## config.mk

```make
export PLATFORM = sky130hd
export DESIGN_NAME = asp_serial_port
export DESIGN_NICKNAME = d
export VERILOG_FILES = /design/src/asp_serial_port.v
export VERILOG_INCLUDE_DIRS = /design/src
export SDC_FILE = /design/constraint.sdc
export NUM_CORES = 1
export LEC_CHECK = 0
export BUFFER_PORTS_ARGS = -buffer_cell sky130_fd_sc_hd__buf_2
export CAP_MARGIN = 10
export CORE_ASPECT_RATIO = 1.75
export CORE_MARGIN = 2
export CORE_UTILIZATION = 30
export CTS_CLUSTER_SIZE = 12
export DETAILED_ROUTE_END_ITERATION = 6
export GPL_TIMING_DRIVEN = 1
export PLACE_DENSITY_LB_ADDON = 0.3
export SKIP_LAST_GASP = 1
export SYNTH_ARGS = -nofsm -noshare
export SYNTH_HDL_FRONTEND = slang
export SYNTH_SLANG_ARGS = --single-unit
```

## constraint.sdc

```tcl
create_clock -name clock -period 10.93 [get_ports clock]
set_clock_uncertainty 0.2 [all_clocks]
set_input_delay 1.093 -clock clock [delete_from_list [all_inputs] [get_ports clock]]
set_output_delay 1.093 -clock clock [all_outputs]
set_load 0.005 [all_outputs]
```

## src/asp_consts.vh

```
// Constants for the two-instance asynchronous serial port
`ifndef ASP_CONSTS_VH
`define ASP_CONSTS_VH
// ----------------------------------------------------------------
// Register indices; byte address is four times the index
// ----------------------------------------------------------------
`define ASP_P1_MODE    10'h20c
`define ASP_P1_STAT    10'h20e
`define ASP_P1_TXD     10'h210
`define ASP_P1_RXD     10'h212
`define ASP_P1_BAUD    10'h214
`define ASP_P2_MODE    10'h216
`define ASP_P2_STAT    10'h218
`define ASP_P2_TXD     10'h21a
`define ASP_P2_RXD     10'h21c
`define ASP_P2_BAUD    10'h21e
// Local register selectors inside a port
`define ASP_SEL_MODE   3'h0
`define ASP_SEL_STAT   3'h1
`define ASP_SEL_TXD    3'h2
`define ASP_SEL_RXD    3'h3
`define ASP_SEL_BAUD   3'h4
// ----------------------------------------------------------------
// Mode register fields
// ----------------------------------------------------------------
`define ASP_M_EN       15
`define ASP_M_ISTOP    13
`define ASP_M_WAKE     7
`define ASP_M_LOOP     6
`define ASP_M_PDS_HI   2
`define ASP_M_PDS_LO   1
`define ASP_M_STOP2    0
`define ASP_MODE_MASK1 16'ha4e7
`define ASP_MODE_MASK2 16'ha0e7
// ----------------------------------------------------------------
// Status register fields and reset value
// ----------------------------------------------------------------
`define ASP_S_TXISEL   15
`define ASP_S_BRK      11
`define ASP_S_TXEN     10
`define ASP_S_RXIS_HI  7
`define ASP_S_RXIS_LO  6
`define ASP_S_ADDRESS_DETECT_ENABLE    5
`define ASP_S_OVERRUN_ERROR_FLAG     1
`define ASP_STAT_RST   16'h0110
`define ASP_BAUD_RST   16'h0000
// ----------------------------------------------------------------
// Bit timing: sixteen ticks per bit, sample at mid start bit
// ----------------------------------------------------------------
`define ASP_TICK_MID   4'h7
`define ASP_TICK_LAST  4'hf
`define ASP_RXIS_THREE 2'h2
`define ASP_RXIS_FULL  2'h3
`define ASP_PDS_NINE   2'h3
`define ASP_FIFO_THREE 3'h3
`define ASP_FIFO_FULL  3'h4
`endif

```

## src/asp_serial_port.v

```verilog
// Two asynchronous serial ports with APB registers and power-mode handling
//
// Notes on behaviour
// - In Sleep the port's clocking stops; logic is held still.
// - Sleep during transmit aborts the character; output line goes high unless break is set.
// - Sleep during receive aborts the character unfinished.
// - Sleep leaves every register, buffer and divisor untouched.
// - With wake bit set, a falling receive edge in Sleep raises receive interrupt.
// - The receive interrupt select field does not affect that wake interrupt.
// - The wake interrupt, if enabled outside, brings the chip out of Sleep.
// - Wake interrupt only while the port enable bit is set.
// - In Idle the port runs if idle-stop is 0, halts if 1.
// - Status low byte: rx select(2), addr detect, rx idle, parity_error_flag, framing_error_flag, overrun_error_flag, rx avail.
// - Unimplemented register bits read as zero.
// - Baud divisor is a full 16-bit register reset to zero.
// - First port registers sit at indices 020C through 0214.
// - Second port registers at 0216 through 021E, without alternate pin bit.
// - Bit rate is clock over sixteen times divisor plus one.
// - Rx interrupt per character for 00/01, at 3 held for 10, at 4 for 11.
// - Break bit forces the output line low over everything else.
//
// The APB interface to the registers was decided locally.
`timescale 1ns/1ps
`include "asp_consts.vh"

module asp_port #(
   parameter [15:0] MODE_MASK = `ASP_MODE_MASK1
) (
   input  wire        clock,
   input  wire        rstN,
   input  wire        sleepMode,
   input  wire        idleMode,
   input  wire        rxPin,
   input  wire        regWr,
   input  wire        regRd,
   input  wire [2:0]  regSel,
   input  wire [15:0] wdata,
   output reg  [15:0] rdata,
   output reg         txPin_q,
   output reg         rxIrq_q,
   output reg         txIrq_q
);
   localparam [2:0] S_IDLE  = 3'h0;
   localparam [2:0] S_START = 3'h1;
   localparam [2:0] S_DATA  = 3'h2;
   localparam [2:0] S_PAR   = 3'h3;
   localparam [2:0] S_STOP  = 3'h4;
   localparam [15:0] STAT_RST = `ASP_STAT_RST;

   function parityOf;
      input [7:0] d;
      input       odd;
      begin
         parityOf = (^d) ^ odd;
      end
   endfunction

   reg  [15:0] mode_q;
   reg  [15:0] baud_q;
   reg  [15:0] baudCnt_q;
   reg         txIsel_q;
   reg         brk_q;
   reg         txEn_q;
   reg  [1:0]  rxIsel_q;
   reg         addrEn_q;
   reg         overrun_error_flag_q;
   reg  [8:0]  txBuf_q;
   reg         txFull_q;
   reg  [8:0]  txSh_q;
   reg         txPar_q;
   reg  [2:0]  tState_q;
   reg  [3:0]  tBit_q;
   reg  [3:0]  tTick_q;
   reg  [8:0]  rSh_q;
   reg  [2:0]  rState_q;
   reg  [3:0]  rBit_q;
   reg  [3:0]  rTick_q;
   reg         rPerr_q;
   reg         rFerr_q;
   reg         rxPrev_q;
   reg         pinPrev_q;
   reg  [10:0] fifo [0:3];
   reg  [1:0]  wrPtr_q;
   reg  [1:0]  rdPtr_q;
   reg  [2:0]  fCnt_q;
   integer     k;

   wire        enable   = mode_q[`ASP_M_EN];
   wire [1:0]  pds      = mode_q[`ASP_M_PDS_HI:`ASP_M_PDS_LO];
   wire        nine     = (pds == `ASP_PDS_NINE);
   wire        parOn    = (pds != 2'h0) && !nine;
   wire [3:0]  nBits    = nine ? 4'h9 : 4'h8;
   // ----------------------------------------------------------------
   // Power gating of the port's activity
   // ----------------------------------------------------------------
   wire        abort    = sleepMode || !enable;
   wire        run      = !abort && !(idleMode && mode_q[`ASP_M_ISTOP]);
   wire        tick     = run && (baudCnt_q == baud_q);
   wire        rxSrc    = mode_q[`ASP_M_LOOP] ? txPin_q : rxPin;
   wire        fEmpty   = (fCnt_q == 3'h0);
   wire [10:0] fTop     = fifo[rdPtr_q];
   wire        pop      = regRd && (regSel == `ASP_SEL_RXD) && !fEmpty;
   wire        wrStat   = regWr && (regSel == `ASP_SEL_STAT);
   wire        wrTx     = regWr && (regSel == `ASP_SEL_TXD);
   wire        tx_shift_empty     = (tState_q == S_IDLE);
   wire        receiver_idle_flag    = (rState_q == S_IDLE);
   wire        load     = run && tx_shift_empty && txFull_q && txEn_q;
   wire        rEnd     = tick && (rTick_q == `ASP_TICK_LAST);
   wire        tEnd     = tick && (tTick_q == `ASP_TICK_LAST);
   wire        lastStop = (rState_q == S_STOP) && (!mode_q[`ASP_M_STOP2] || rBit_q != 4'h0);
   wire        rDone    = rEnd && lastStop;
   wire [8:0]  rData    = nine ? rSh_q : {1'b0, rSh_q[8:1]};
   wire        rFerrNow = rFerr_q || !rxSrc;
   wire        keep     = !(addrEn_q && nine) || rData[8];
   wire        push     = rDone && keep && (fCnt_q != `ASP_FIFO_FULL);
   wire [2:0]  newCnt   = fCnt_q + 3'h1;
   wire        wakeEdge = sleepMode && enable && mode_q[`ASP_M_WAKE] &&
                          pinPrev_q && !rxPin;
   reg         txBit;
   reg         rxIrqD;

   // ----------------------------------------------------------------
   // Register read mux
   // ----------------------------------------------------------------
   always @* begin
      case (regSel)
         `ASP_SEL_MODE: rdata = mode_q;
         `ASP_SEL_STAT: rdata = {txIsel_q, 3'h0, brk_q, txEn_q, txFull_q, tx_shift_empty,
                                 rxIsel_q, addrEn_q, receiver_idle_flag, fTop[10], fTop[9],
                                 overrun_error_flag_q, !fEmpty};
         `ASP_SEL_RXD:  rdata = {7'h00, fTop[8:0]};
         `ASP_SEL_BAUD: rdata = baud_q;
         default:       rdata = 16'h0000;
      endcase
   end

   // ----------------------------------------------------------------
   // Transmit line level
   // ----------------------------------------------------------------
   always @* begin
      case (tState_q)
         S_START: txBit = 1'b0;
         S_DATA:  txBit = txSh_q[0];
         S_PAR:   txBit = txPar_q;
         default: txBit = 1'b1;
      endcase
   end

   // ----------------------------------------------------------------
   // Receive interrupt condition
   // ----------------------------------------------------------------
   always @* begin
      rxIrqD = wakeEdge;
      if (push) begin
         if (addrEn_q && nine)
            rxIrqD = 1'b1;
         else if (rxIsel_q == `ASP_RXIS_THREE)
            rxIrqD = (newCnt == `ASP_FIFO_THREE);
         else if (rxIsel_q == `ASP_RXIS_FULL)
            rxIrqD = (newCnt == `ASP_FIFO_FULL);
         else
            rxIrqD = 1'b1;
      end
   end

   // ----------------------------------------------------------------
   // Control registers and baud divider
   // ----------------------------------------------------------------
   always @(posedge clock or negedge rstN) begin
      if (!rstN) begin
         mode_q    <= 16'h0000;
         baud_q    <= `ASP_BAUD_RST;
         baudCnt_q <= 16'h0000;
         txIsel_q  <= STAT_RST[`ASP_S_TXISEL];
         brk_q     <= STAT_RST[`ASP_S_BRK];
         txEn_q    <= STAT_RST[`ASP_S_TXEN];
         rxIsel_q  <= STAT_RST[`ASP_S_RXIS_HI:`ASP_S_RXIS_LO];
         addrEn_q  <= STAT_RST[`ASP_S_ADDRESS_DETECT_ENABLE];
         overrun_error_flag_q    <= STAT_RST[`ASP_S_OVERRUN_ERROR_FLAG];
         txBuf_q   <= 9'h000;
         txFull_q  <= 1'b0;
         pinPrev_q <= 1'b1;
      end else begin
         pinPrev_q <= rxPin;
         if (regWr && regSel == `ASP_SEL_MODE)
            mode_q <= wdata & MODE_MASK;
         if (regWr && regSel == `ASP_SEL_BAUD)
            baud_q <= wdata;
         if (abort)
            baudCnt_q <= 16'h0000;
         else if (run)
            baudCnt_q <= tick ? 16'h0000 : baudCnt_q + 16'h0001;
         if (wrStat) begin
            txIsel_q <= wdata[`ASP_S_TXISEL];
            brk_q    <= wdata[`ASP_S_BRK];
            txEn_q   <= wdata[`ASP_S_TXEN];
            rxIsel_q <= wdata[`ASP_S_RXIS_HI:`ASP_S_RXIS_LO];
            addrEn_q <= wdata[`ASP_S_ADDRESS_DETECT_ENABLE];
         end
         // Overrun sets over a same-cycle software clear
         if (rDone && keep && fCnt_q == `ASP_FIFO_FULL)
            overrun_error_flag_q <= 1'b1;
         else if (wrStat && !wdata[`ASP_S_OVERRUN_ERROR_FLAG])
            overrun_error_flag_q <= 1'b0;
         if (wrTx && !txFull_q) begin
            txBuf_q  <= wdata[8:0];
            txFull_q <= 1'b1;
         end else if (load)
            txFull_q <= 1'b0;
      end
   end

   // ----------------------------------------------------------------
   // Transmitter
   // ----------------------------------------------------------------
   always @(posedge clock or negedge rstN) begin
      if (!rstN) begin
         tState_q <= S_IDLE;
         tBit_q   <= 4'h0;
         tTick_q  <= 4'h0;
         txSh_q   <= 9'h000;
         txPar_q  <= 1'b0;
         txPin_q  <= 1'b1;
         txIrq_q  <= 1'b0;
      end else begin
         txIrq_q <= load && (!txIsel_q || !(wrTx && !txFull_q));
         txPin_q <= brk_q ? 1'b0 : (abort ? 1'b1 : txBit);
         if (abort) begin
            tState_q <= S_IDLE;
            tTick_q  <= 4'h0;
         end else if (load) begin
            txSh_q   <= txBuf_q;
            txPar_q  <= parityOf(txBuf_q[7:0], pds[1]);
            tState_q <= S_START;
            tTick_q  <= 4'h0;
            tBit_q   <= 4'h0;
         end else if (tick) begin
            tTick_q <= tTick_q + 4'h1;
            if (tEnd) begin
               case (tState_q)
                  S_START: tState_q <= S_DATA;
                  S_DATA: begin
                     txSh_q <= {1'b0, txSh_q[8:1]};
                     tBit_q <= tBit_q + 4'h1;
                     if (tBit_q == nBits - 4'h1) begin
                        tBit_q   <= 4'h0;
                        tState_q <= parOn ? S_PAR : S_STOP;
                     end
                  end
                  S_PAR: tState_q <= S_STOP;
                  S_STOP: begin
                     tBit_q <= 4'h1;
                     if (!mode_q[`ASP_M_STOP2] || tBit_q != 4'h0)
                        tState_q <= S_IDLE;
                  end
                  default: tState_q <= S_IDLE;
               endcase
            end
         end
      end
   end

   // ----------------------------------------------------------------
   // Receiver; registers and buffer are not touched by an abort
   // ----------------------------------------------------------------
   always @(posedge clock or negedge rstN) begin
      if (!rstN) begin
         rState_q <= S_IDLE;
         rBit_q   <= 4'h0;
         rTick_q  <= 4'h0;
         rSh_q    <= 9'h000;
         rPerr_q  <= 1'b0;
         rFerr_q  <= 1'b0;
         rxPrev_q <= 1'b1;
         rxIrq_q  <= 1'b0;
      end else begin
         rxIrq_q <= rxIrqD;
         if (run)
            rxPrev_q <= rxSrc;
         if (abort) begin
            rState_q <= S_IDLE;
            rTick_q  <= 4'h0;
         end else if (run) begin
            case (rState_q)
               S_IDLE: begin
                  // Waits for high line first, so a break is not a start
                  if (!overrun_error_flag_q && rxPrev_q && !rxSrc) begin
                     rState_q <= S_START;
                     rTick_q  <= 4'h0;
                     rBit_q   <= 4'h0;
                     rPerr_q  <= 1'b0;
                     rFerr_q  <= 1'b0;
                  end
               end
               S_START: begin
                  if (tick) begin
                     rTick_q <= rTick_q + 4'h1;
                     if (rTick_q == `ASP_TICK_MID) begin
                        rTick_q  <= 4'h0;
                        rState_q <= rxSrc ? S_IDLE : S_DATA;
                     end
                  end
               end
               default: begin
                  if (tick)
                     rTick_q <= rTick_q + 4'h1;
                  if (rEnd) begin
                     rTick_q <= 4'h0;
                     case (rState_q)
                        S_DATA: begin
                           rSh_q  <= {rxSrc, rSh_q[8:1]};
                           rBit_q <= rBit_q + 4'h1;
                           if (rBit_q == nBits - 4'h1) begin
                              rBit_q   <= 4'h0;
                              rState_q <= parOn ? S_PAR : S_STOP;
                           end
                        end
                        S_PAR: begin
                           rPerr_q  <= rxSrc != parityOf(rSh_q[8:1], pds[1]);
                           rState_q <= S_STOP;
                        end
                        S_STOP: begin
                           rFerr_q <= rFerrNow;
                           rBit_q  <= 4'h1;
                           if (lastStop)
                              rState_q <= S_IDLE;
                        end
                        default: rState_q <= S_IDLE;
                     endcase
                  end
               end
            endcase
         end
      end
   end

   // ----------------------------------------------------------------
   // Four-word receive buffer with per-word error flags
   // ----------------------------------------------------------------
   // Buffer words are cleared so that an empty read after reset shows zero
   always @(posedge clock or negedge rstN) begin
      if (!rstN) begin
         wrPtr_q <= 2'h0;
         rdPtr_q <= 2'h0;
         fCnt_q  <= 3'h0;
         for (k = 0; k < `ASP_FIFO_FULL; k = k + 1)
            fifo[k] <= 11'h000;
      end else begin
         if (push)
            fifo[wrPtr_q] <= {rPerr_q, rFerrNow, rData};
         if (push)
            wrPtr_q <= wrPtr_q + 2'h1;
         if (pop)
            rdPtr_q <= rdPtr_q + 2'h1;
         if (push && !pop)
            fCnt_q <= newCnt;
         else if (pop && !push)
            fCnt_q <= fCnt_q - 3'h1;
      end
   end
endmodule // asp_port

module asp_serial_port (
   input  wire        clock,
   input  wire        nrst,
   input  wire        sleepMode,
   input  wire        idleMode,
   input  wire [11:0] paddr,
   input  wire        psel,
   input  wire        penable,
   input  wire        pwrite,
   input  wire [31:0] pwdata,
   output reg  [31:0] prdata_q,
   output reg         pready_q,
   output reg         pslverr_q,
   input  wire [1:0]  serialInPin,
   output wire [1:0]  serialOutPin,
   output wire [1:0]  rxIrq,
   output wire [1:0]  txIrq
);
   reg  [1:0]  rstSync_q;
   reg  [1:0]  rxMeta_q;
   reg  [1:0]  rxSync_q;
   reg         hit;
   reg         port;
   reg  [2:0]  sel;
   wire        rstN = rstSync_q[1];
   wire [15:0] rd1;
   wire [15:0] rd2;
   wire        access = psel && penable && pready_q && hit;
   wire        wr1 = access && pwrite && !port;
   wire        wr2 = access && pwrite && port;
   wire        rdA1 = access && !pwrite && !port;
   wire        rdA2 = access && !pwrite && port;

   // ----------------------------------------------------------------
   // Address decode: byte address is four times the index
   // ----------------------------------------------------------------
   always @* begin
      hit  = (paddr[1:0] == 2'h0);
      port = 1'b0;
      sel  = `ASP_SEL_MODE;
      case (paddr[11:2])
         `ASP_P1_MODE: sel = `ASP_SEL_MODE;
         `ASP_P1_STAT: sel = `ASP_SEL_STAT;
         `ASP_P1_TXD:  sel = `ASP_SEL_TXD;
         `ASP_P1_RXD:  sel = `ASP_SEL_RXD;
         `ASP_P1_BAUD: sel = `ASP_SEL_BAUD;
         `ASP_P2_MODE: begin port = 1'b1; sel = `ASP_SEL_MODE; end
         `ASP_P2_STAT: begin port = 1'b1; sel = `ASP_SEL_STAT; end
         `ASP_P2_TXD:  begin port = 1'b1; sel = `ASP_SEL_TXD;  end
         `ASP_P2_RXD:  begin port = 1'b1; sel = `ASP_SEL_RXD;  end
         `ASP_P2_BAUD: begin port = 1'b1; sel = `ASP_SEL_BAUD; end
         default:      hit = 1'b0;
      endcase
   end

   // ----------------------------------------------------------------
   // Reset release and pin synchronisers
   // ----------------------------------------------------------------
   always @(posedge clock or negedge nrst) begin
      if (!nrst) begin
         rstSync_q <= 2'h0;
         rxMeta_q  <= 2'h3;
         rxSync_q  <= 2'h3;
      end else begin
         rstSync_q <= {rstSync_q[0], 1'b1};
         rxMeta_q  <= serialInPin;
         rxSync_q  <= rxMeta_q;
      end
   end

   // ----------------------------------------------------------------
   // APB slave: one wait-free access phase after setup
   // ----------------------------------------------------------------
   always @(posedge clock or negedge rstN) begin
      if (!rstN) begin
         prdata_q  <= 32'h00000000;
         pready_q  <= 1'b0;
         pslverr_q <= 1'b0;
      end else if (psel && !penable) begin
         pready_q  <= 1'b1;
         pslverr_q <= !hit;
         prdata_q  <= {16'h0000, hit ? (port ? rd2 : rd1) : 16'h0000};
      end else begin
         pready_q  <= 1'b0;
         pslverr_q <= 1'b0;
      end
   end

   asp_port #(.MODE_MASK(`ASP_MODE_MASK1)) u_port1 (
      .clock     (clock),
      .rstN      (rstN),
      .sleepMode (sleepMode),
      .idleMode  (idleMode),
      .rxPin     (rxSync_q[0]),
      .regWr     (wr1),
      .regRd     (rdA1),
      .regSel    (sel),
      .wdata     (pwdata[15:0]),
      .rdata     (rd1),
      .txPin_q   (serialOutPin[0]),
      .rxIrq_q   (rxIrq[0]),
      .txIrq_q   (txIrq[0])
   );

   asp_port #(.MODE_MASK(`ASP_MODE_MASK2)) u_port2 (
      .clock     (clock),
      .rstN      (rstN),
      .sleepMode (sleepMode),
      .idleMode  (idleMode),
      .rxPin     (rxSync_q[1]),
      .regWr     (wr2),
      .regRd     (rdA2),
      .regSel    (sel),
      .wdata     (pwdata[15:0]),
      .rdata     (rd2),
      .txPin_q   (serialOutPin[1]),
      .rxIrq_q   (rxIrq[1]),
      .txIrq_q   (txIrq[1])
   );
endmodule // asp_serial_port

```

==> results.txt <==
Status - finished, final reports clean
DR WL/cell - 18.9 µm
Crit. End Element - flop
Crit path launch - paddr[2]
TritonCTS Sinks - 337
Vias/cell - 5.10
Max-cap violations - 0
P_int - 0.00193 W
Sequential area share after synthesis - 0.494
H-tree depth - 2
Worst Path Arrival - 4.42 ns
Critical path class - input pin to flop
Yosys top cell by area - dfrtp_1
VDD IR-drop max - 0.0932 mV
Detailed-route DRC error count - 0
DIE AREA - 59000 µm²
Die H - 320 µm
Total GRT Usage - 0.158
Crit-path max FO - 19
Maximum operating frequency - 239 MHz
Period utilization - 0.383
Final max-slew violation count - 0
Hold WS - 0.149 ns
Seq cells post-synth - 337
Logic gate share of total power - 0.023
Non-Filler Instances - 2454
RD Place Congestion - 0.842
Hold-fix buffers at CTS - 0
Post-synth top cells - 327 x dfrtp_1, 205 x nand2_1, 196 x o21ai_0
Clock slew at reported path FFs - 0.06 ns
Setup Buffers After CTS - 0
Worst R2R Setup Slack - 7.02 ns
Final Setup Violations - 0
Final ANT Viol Nets - 0
First-pass GRT wire length - 72800 µm
Sw frac - 0.226
Dpl cells - 2394
Unrepaired setup endpoints after global routing - false
Syn Area/Cell - 10.4 µm²
Worst R2R Start - u_port2.mode_q[15]
Synth cell types - 77
Post-synth ARST share - 1.00
Detailed Route Iter0 Violations - 879
Buffers on Ports - 60
Area occupied by multi-input gates - 8160 µm²
Number of diodes - 0
HP Start - rstSync_q[0]
Fillcell total - 5627
IO Pins - 93
Commonest register cell after synthesis - dfrtp_1
TritonCTS Buffers - 36
Post-Route WL - 46300 µm
Hold Path Stages - 0
Die Wd - 185 µm
Share of cells above drive strength 1 - 0.166
Most common cell in the netlist - dfrtp_1
Initial Utilization - 0.304
Clk_lat worst skew - 0.55 ns
Core footprint - 56300 µm²
# rows - 115
CTS tree - yes
Clk pwr share - 0.473
Tightest Pin Transition - 1.10 ns
Switching power - 0.000564 W
Post-synth EDFFs - 0
Vias in the first global route - 12600
Flop pwr share - 0.504
Pwr dens - 130 nW/µm²
Synth warnings - 0
Reg2reg path depth - 5
Mapped Cells - 1644
Area contributors post-synth - dfrtp_1 48%, mux2_2 7.0%, o21ai_0 5.7%, nand2_1 4.5%, mux4_2 2.8%
Initial antenna violation count - 6
Hold Path Sink - rstSync_q[1]
P_leak - 8.54 nW
Hold Vio Cnt, Final - 0
Clk Tree Root Cell - clkbuf_16
Critical Path RT - 11.16 ns
Largest net degree at the start of global routing - 86
Via count - 12500
Netlist Area Pre-Place - 17100 µm²
Crit start category - input pin
Tightest Hold Check Type - flop to flop
Slew HR - 0.265
Register Area - 8450 µm²
Final worst slack - 6.74 ns
Setup_tns - 0 ns
Post-synth top area share - 0.478
Area Growth Syn to Fin - 11.9%
Drt pass-1 iters - 5
Clock Tree Buf Depth - 3
Post-DP HPWL - 33400 µm
Post-CTS sizing - 0
Post-route minimum period - 4.19 ns
Critical R2R Capture - u_port2.fifo[21]
GRT overflow - 0
Place WS - 6.24 ns
NumNets Final - 1761
## layer usage
layer  vias to the layer above  global-route usage  routed length (µm)
li1                       5913                   -                   -
met1                      6216               0.185               18400
met2                       287               0.280               23800
met3                        86              0.0298                2200
met4                        12              0.0681                1820
met5                         -                   0                  68
## cell usage in the layout, fill, tap and decap left out, types with 5 or more instances in the layout
cell / synthesis / routed
nor3_1: 19 / 19
nand2_1: 205 / 205
nand3_1: 62 / 62
xor2_1: 54 / 54
nor3b_1: 8 / 8
o211ai_1: 5 / 5
a31oi_1: 10 / 10
mux4_2: 21 / 21
mux2_2: 107 / 107
a21oi_1: 63 / 63
nand4_1: 13 / 13
o21ai_0: 196 / 196
nor2b_1: 14 / 14
or3_1: 11 / 11
nand2b_1: 10 / 10
dfrtp_1: 327 / 326
or2_2: 9 / 9
nand3b_1: 6 / 6
conb_1: 2 / 17
nor2_1: 83 / 83
nor4_1: 14 / 14
o41ai_1: 5 / 5
a211oi_1: 8 / 8
ha_1: 36 / 36
clkbuf_1: 63 / 13
xnor2_1: 41 / 41
and3_1: 21 / 21
buf_2: 5 / 60
a22oi_1: 9 / 9
dfstp_2: 10 / 10
a22o_1: 14 / 14
inv_1: 29 / 29
clkbuf_16: 0 / 38
mux2i_1: 42 / 42
o31ai_1: 11 / 11
buf_4: 23 / 10
a221oi_1: 15 / 15
## worst max path at each step
| stage | end |
|---|---|
| after floorplan | prdata_q[0] |
| after global placement | u_port2.mode_q[0] |
| after detailed placement | u_port2.mode_q[1] |
| after CTS | u_port2.fifo[21] |
| after global routing | u_port2.fifo[21] |
| final | u_port2.mode_q[1] |
## cells by family (layout without fill, tap and decap cells)
group,Yosys count,after routing,share of synthesized area
other,2,17,0.000439
and+or+nand+nor,508,508,0.146
muxes,170,170,0.123
xor gates and xnor gates,95,95,0.0486
adders and majority gates,36,36,0.0263
buffers and inverters,125,160,0.0328
DFF,337,337,0.494
AOI/OAI and AO/OA,371,371,0.129
## stage by stage
| step | util | power, W | area (µm²) |
|---|---|---|---|
| after floorplan | - | 0.00131 | 17200 |
| after global placement | 0.321 | 0.00134 | 18000 |
| after detailed placement | 0.321 | 0.00134 | 18000 |
| after CTS | 0.340 | 0.00252 | 19100 |
| after global routing | 0.340 | 0.00258 | 19100 |
| final | 0.340 | 0.00249 | 19100 |
## area by class of cell
class	count	area share
repair buffers	70	0.0196
clock inverters	5	0.00222
clock buffers	55	0.0551
flip-flops and latches	337	0.441
inverters	30	0.00588
multi-input cells	1197	0.426
well taps	760	0.0497
## state kept, by name, summed over array words and instances (netlist names), 9 cells and up
register,count
u_port1.rSh_q,9
u_port1.baud_q,16
u_port2.txBuf_q,9
u_port1.mode_q,9
u_port1.baudCnt_q,16
u_port2.rSh_q,9
u_port2.txSh_q,9
u_port2.baudCnt_q,16
u_port2.fifo,44
u_port1.txBuf_q,9
prdata_q,16
u_port2.baud_q,16
u_port1.txSh_q,9
u_port1.fifo,44
## power by group through the flow
stage	sequential [W]	combinational, W	clock (W)
after global routing	0.00126	0.0000652	0.00125
after floorplan	0.00129	0.0000196	0
after detailed placement	0.00128	0.0000595	0
after global placement	0.00128	0.0000590	0
after CTS	0.00126	0.0000597	0.00121
final	0.00126	0.0000580	0.00118
## worst max-delay path, cell delays in order
cell,delay (ns)
buf_2,0.10
nor3b_2,0.67
nor2b_1,0.21
buf_4,0.26
nand3_2,0.42
or2_2,0.54
nor2b_1,0.68
mux2_2,0.42
No activity file was read; power rests on OpenSTA's default activity.
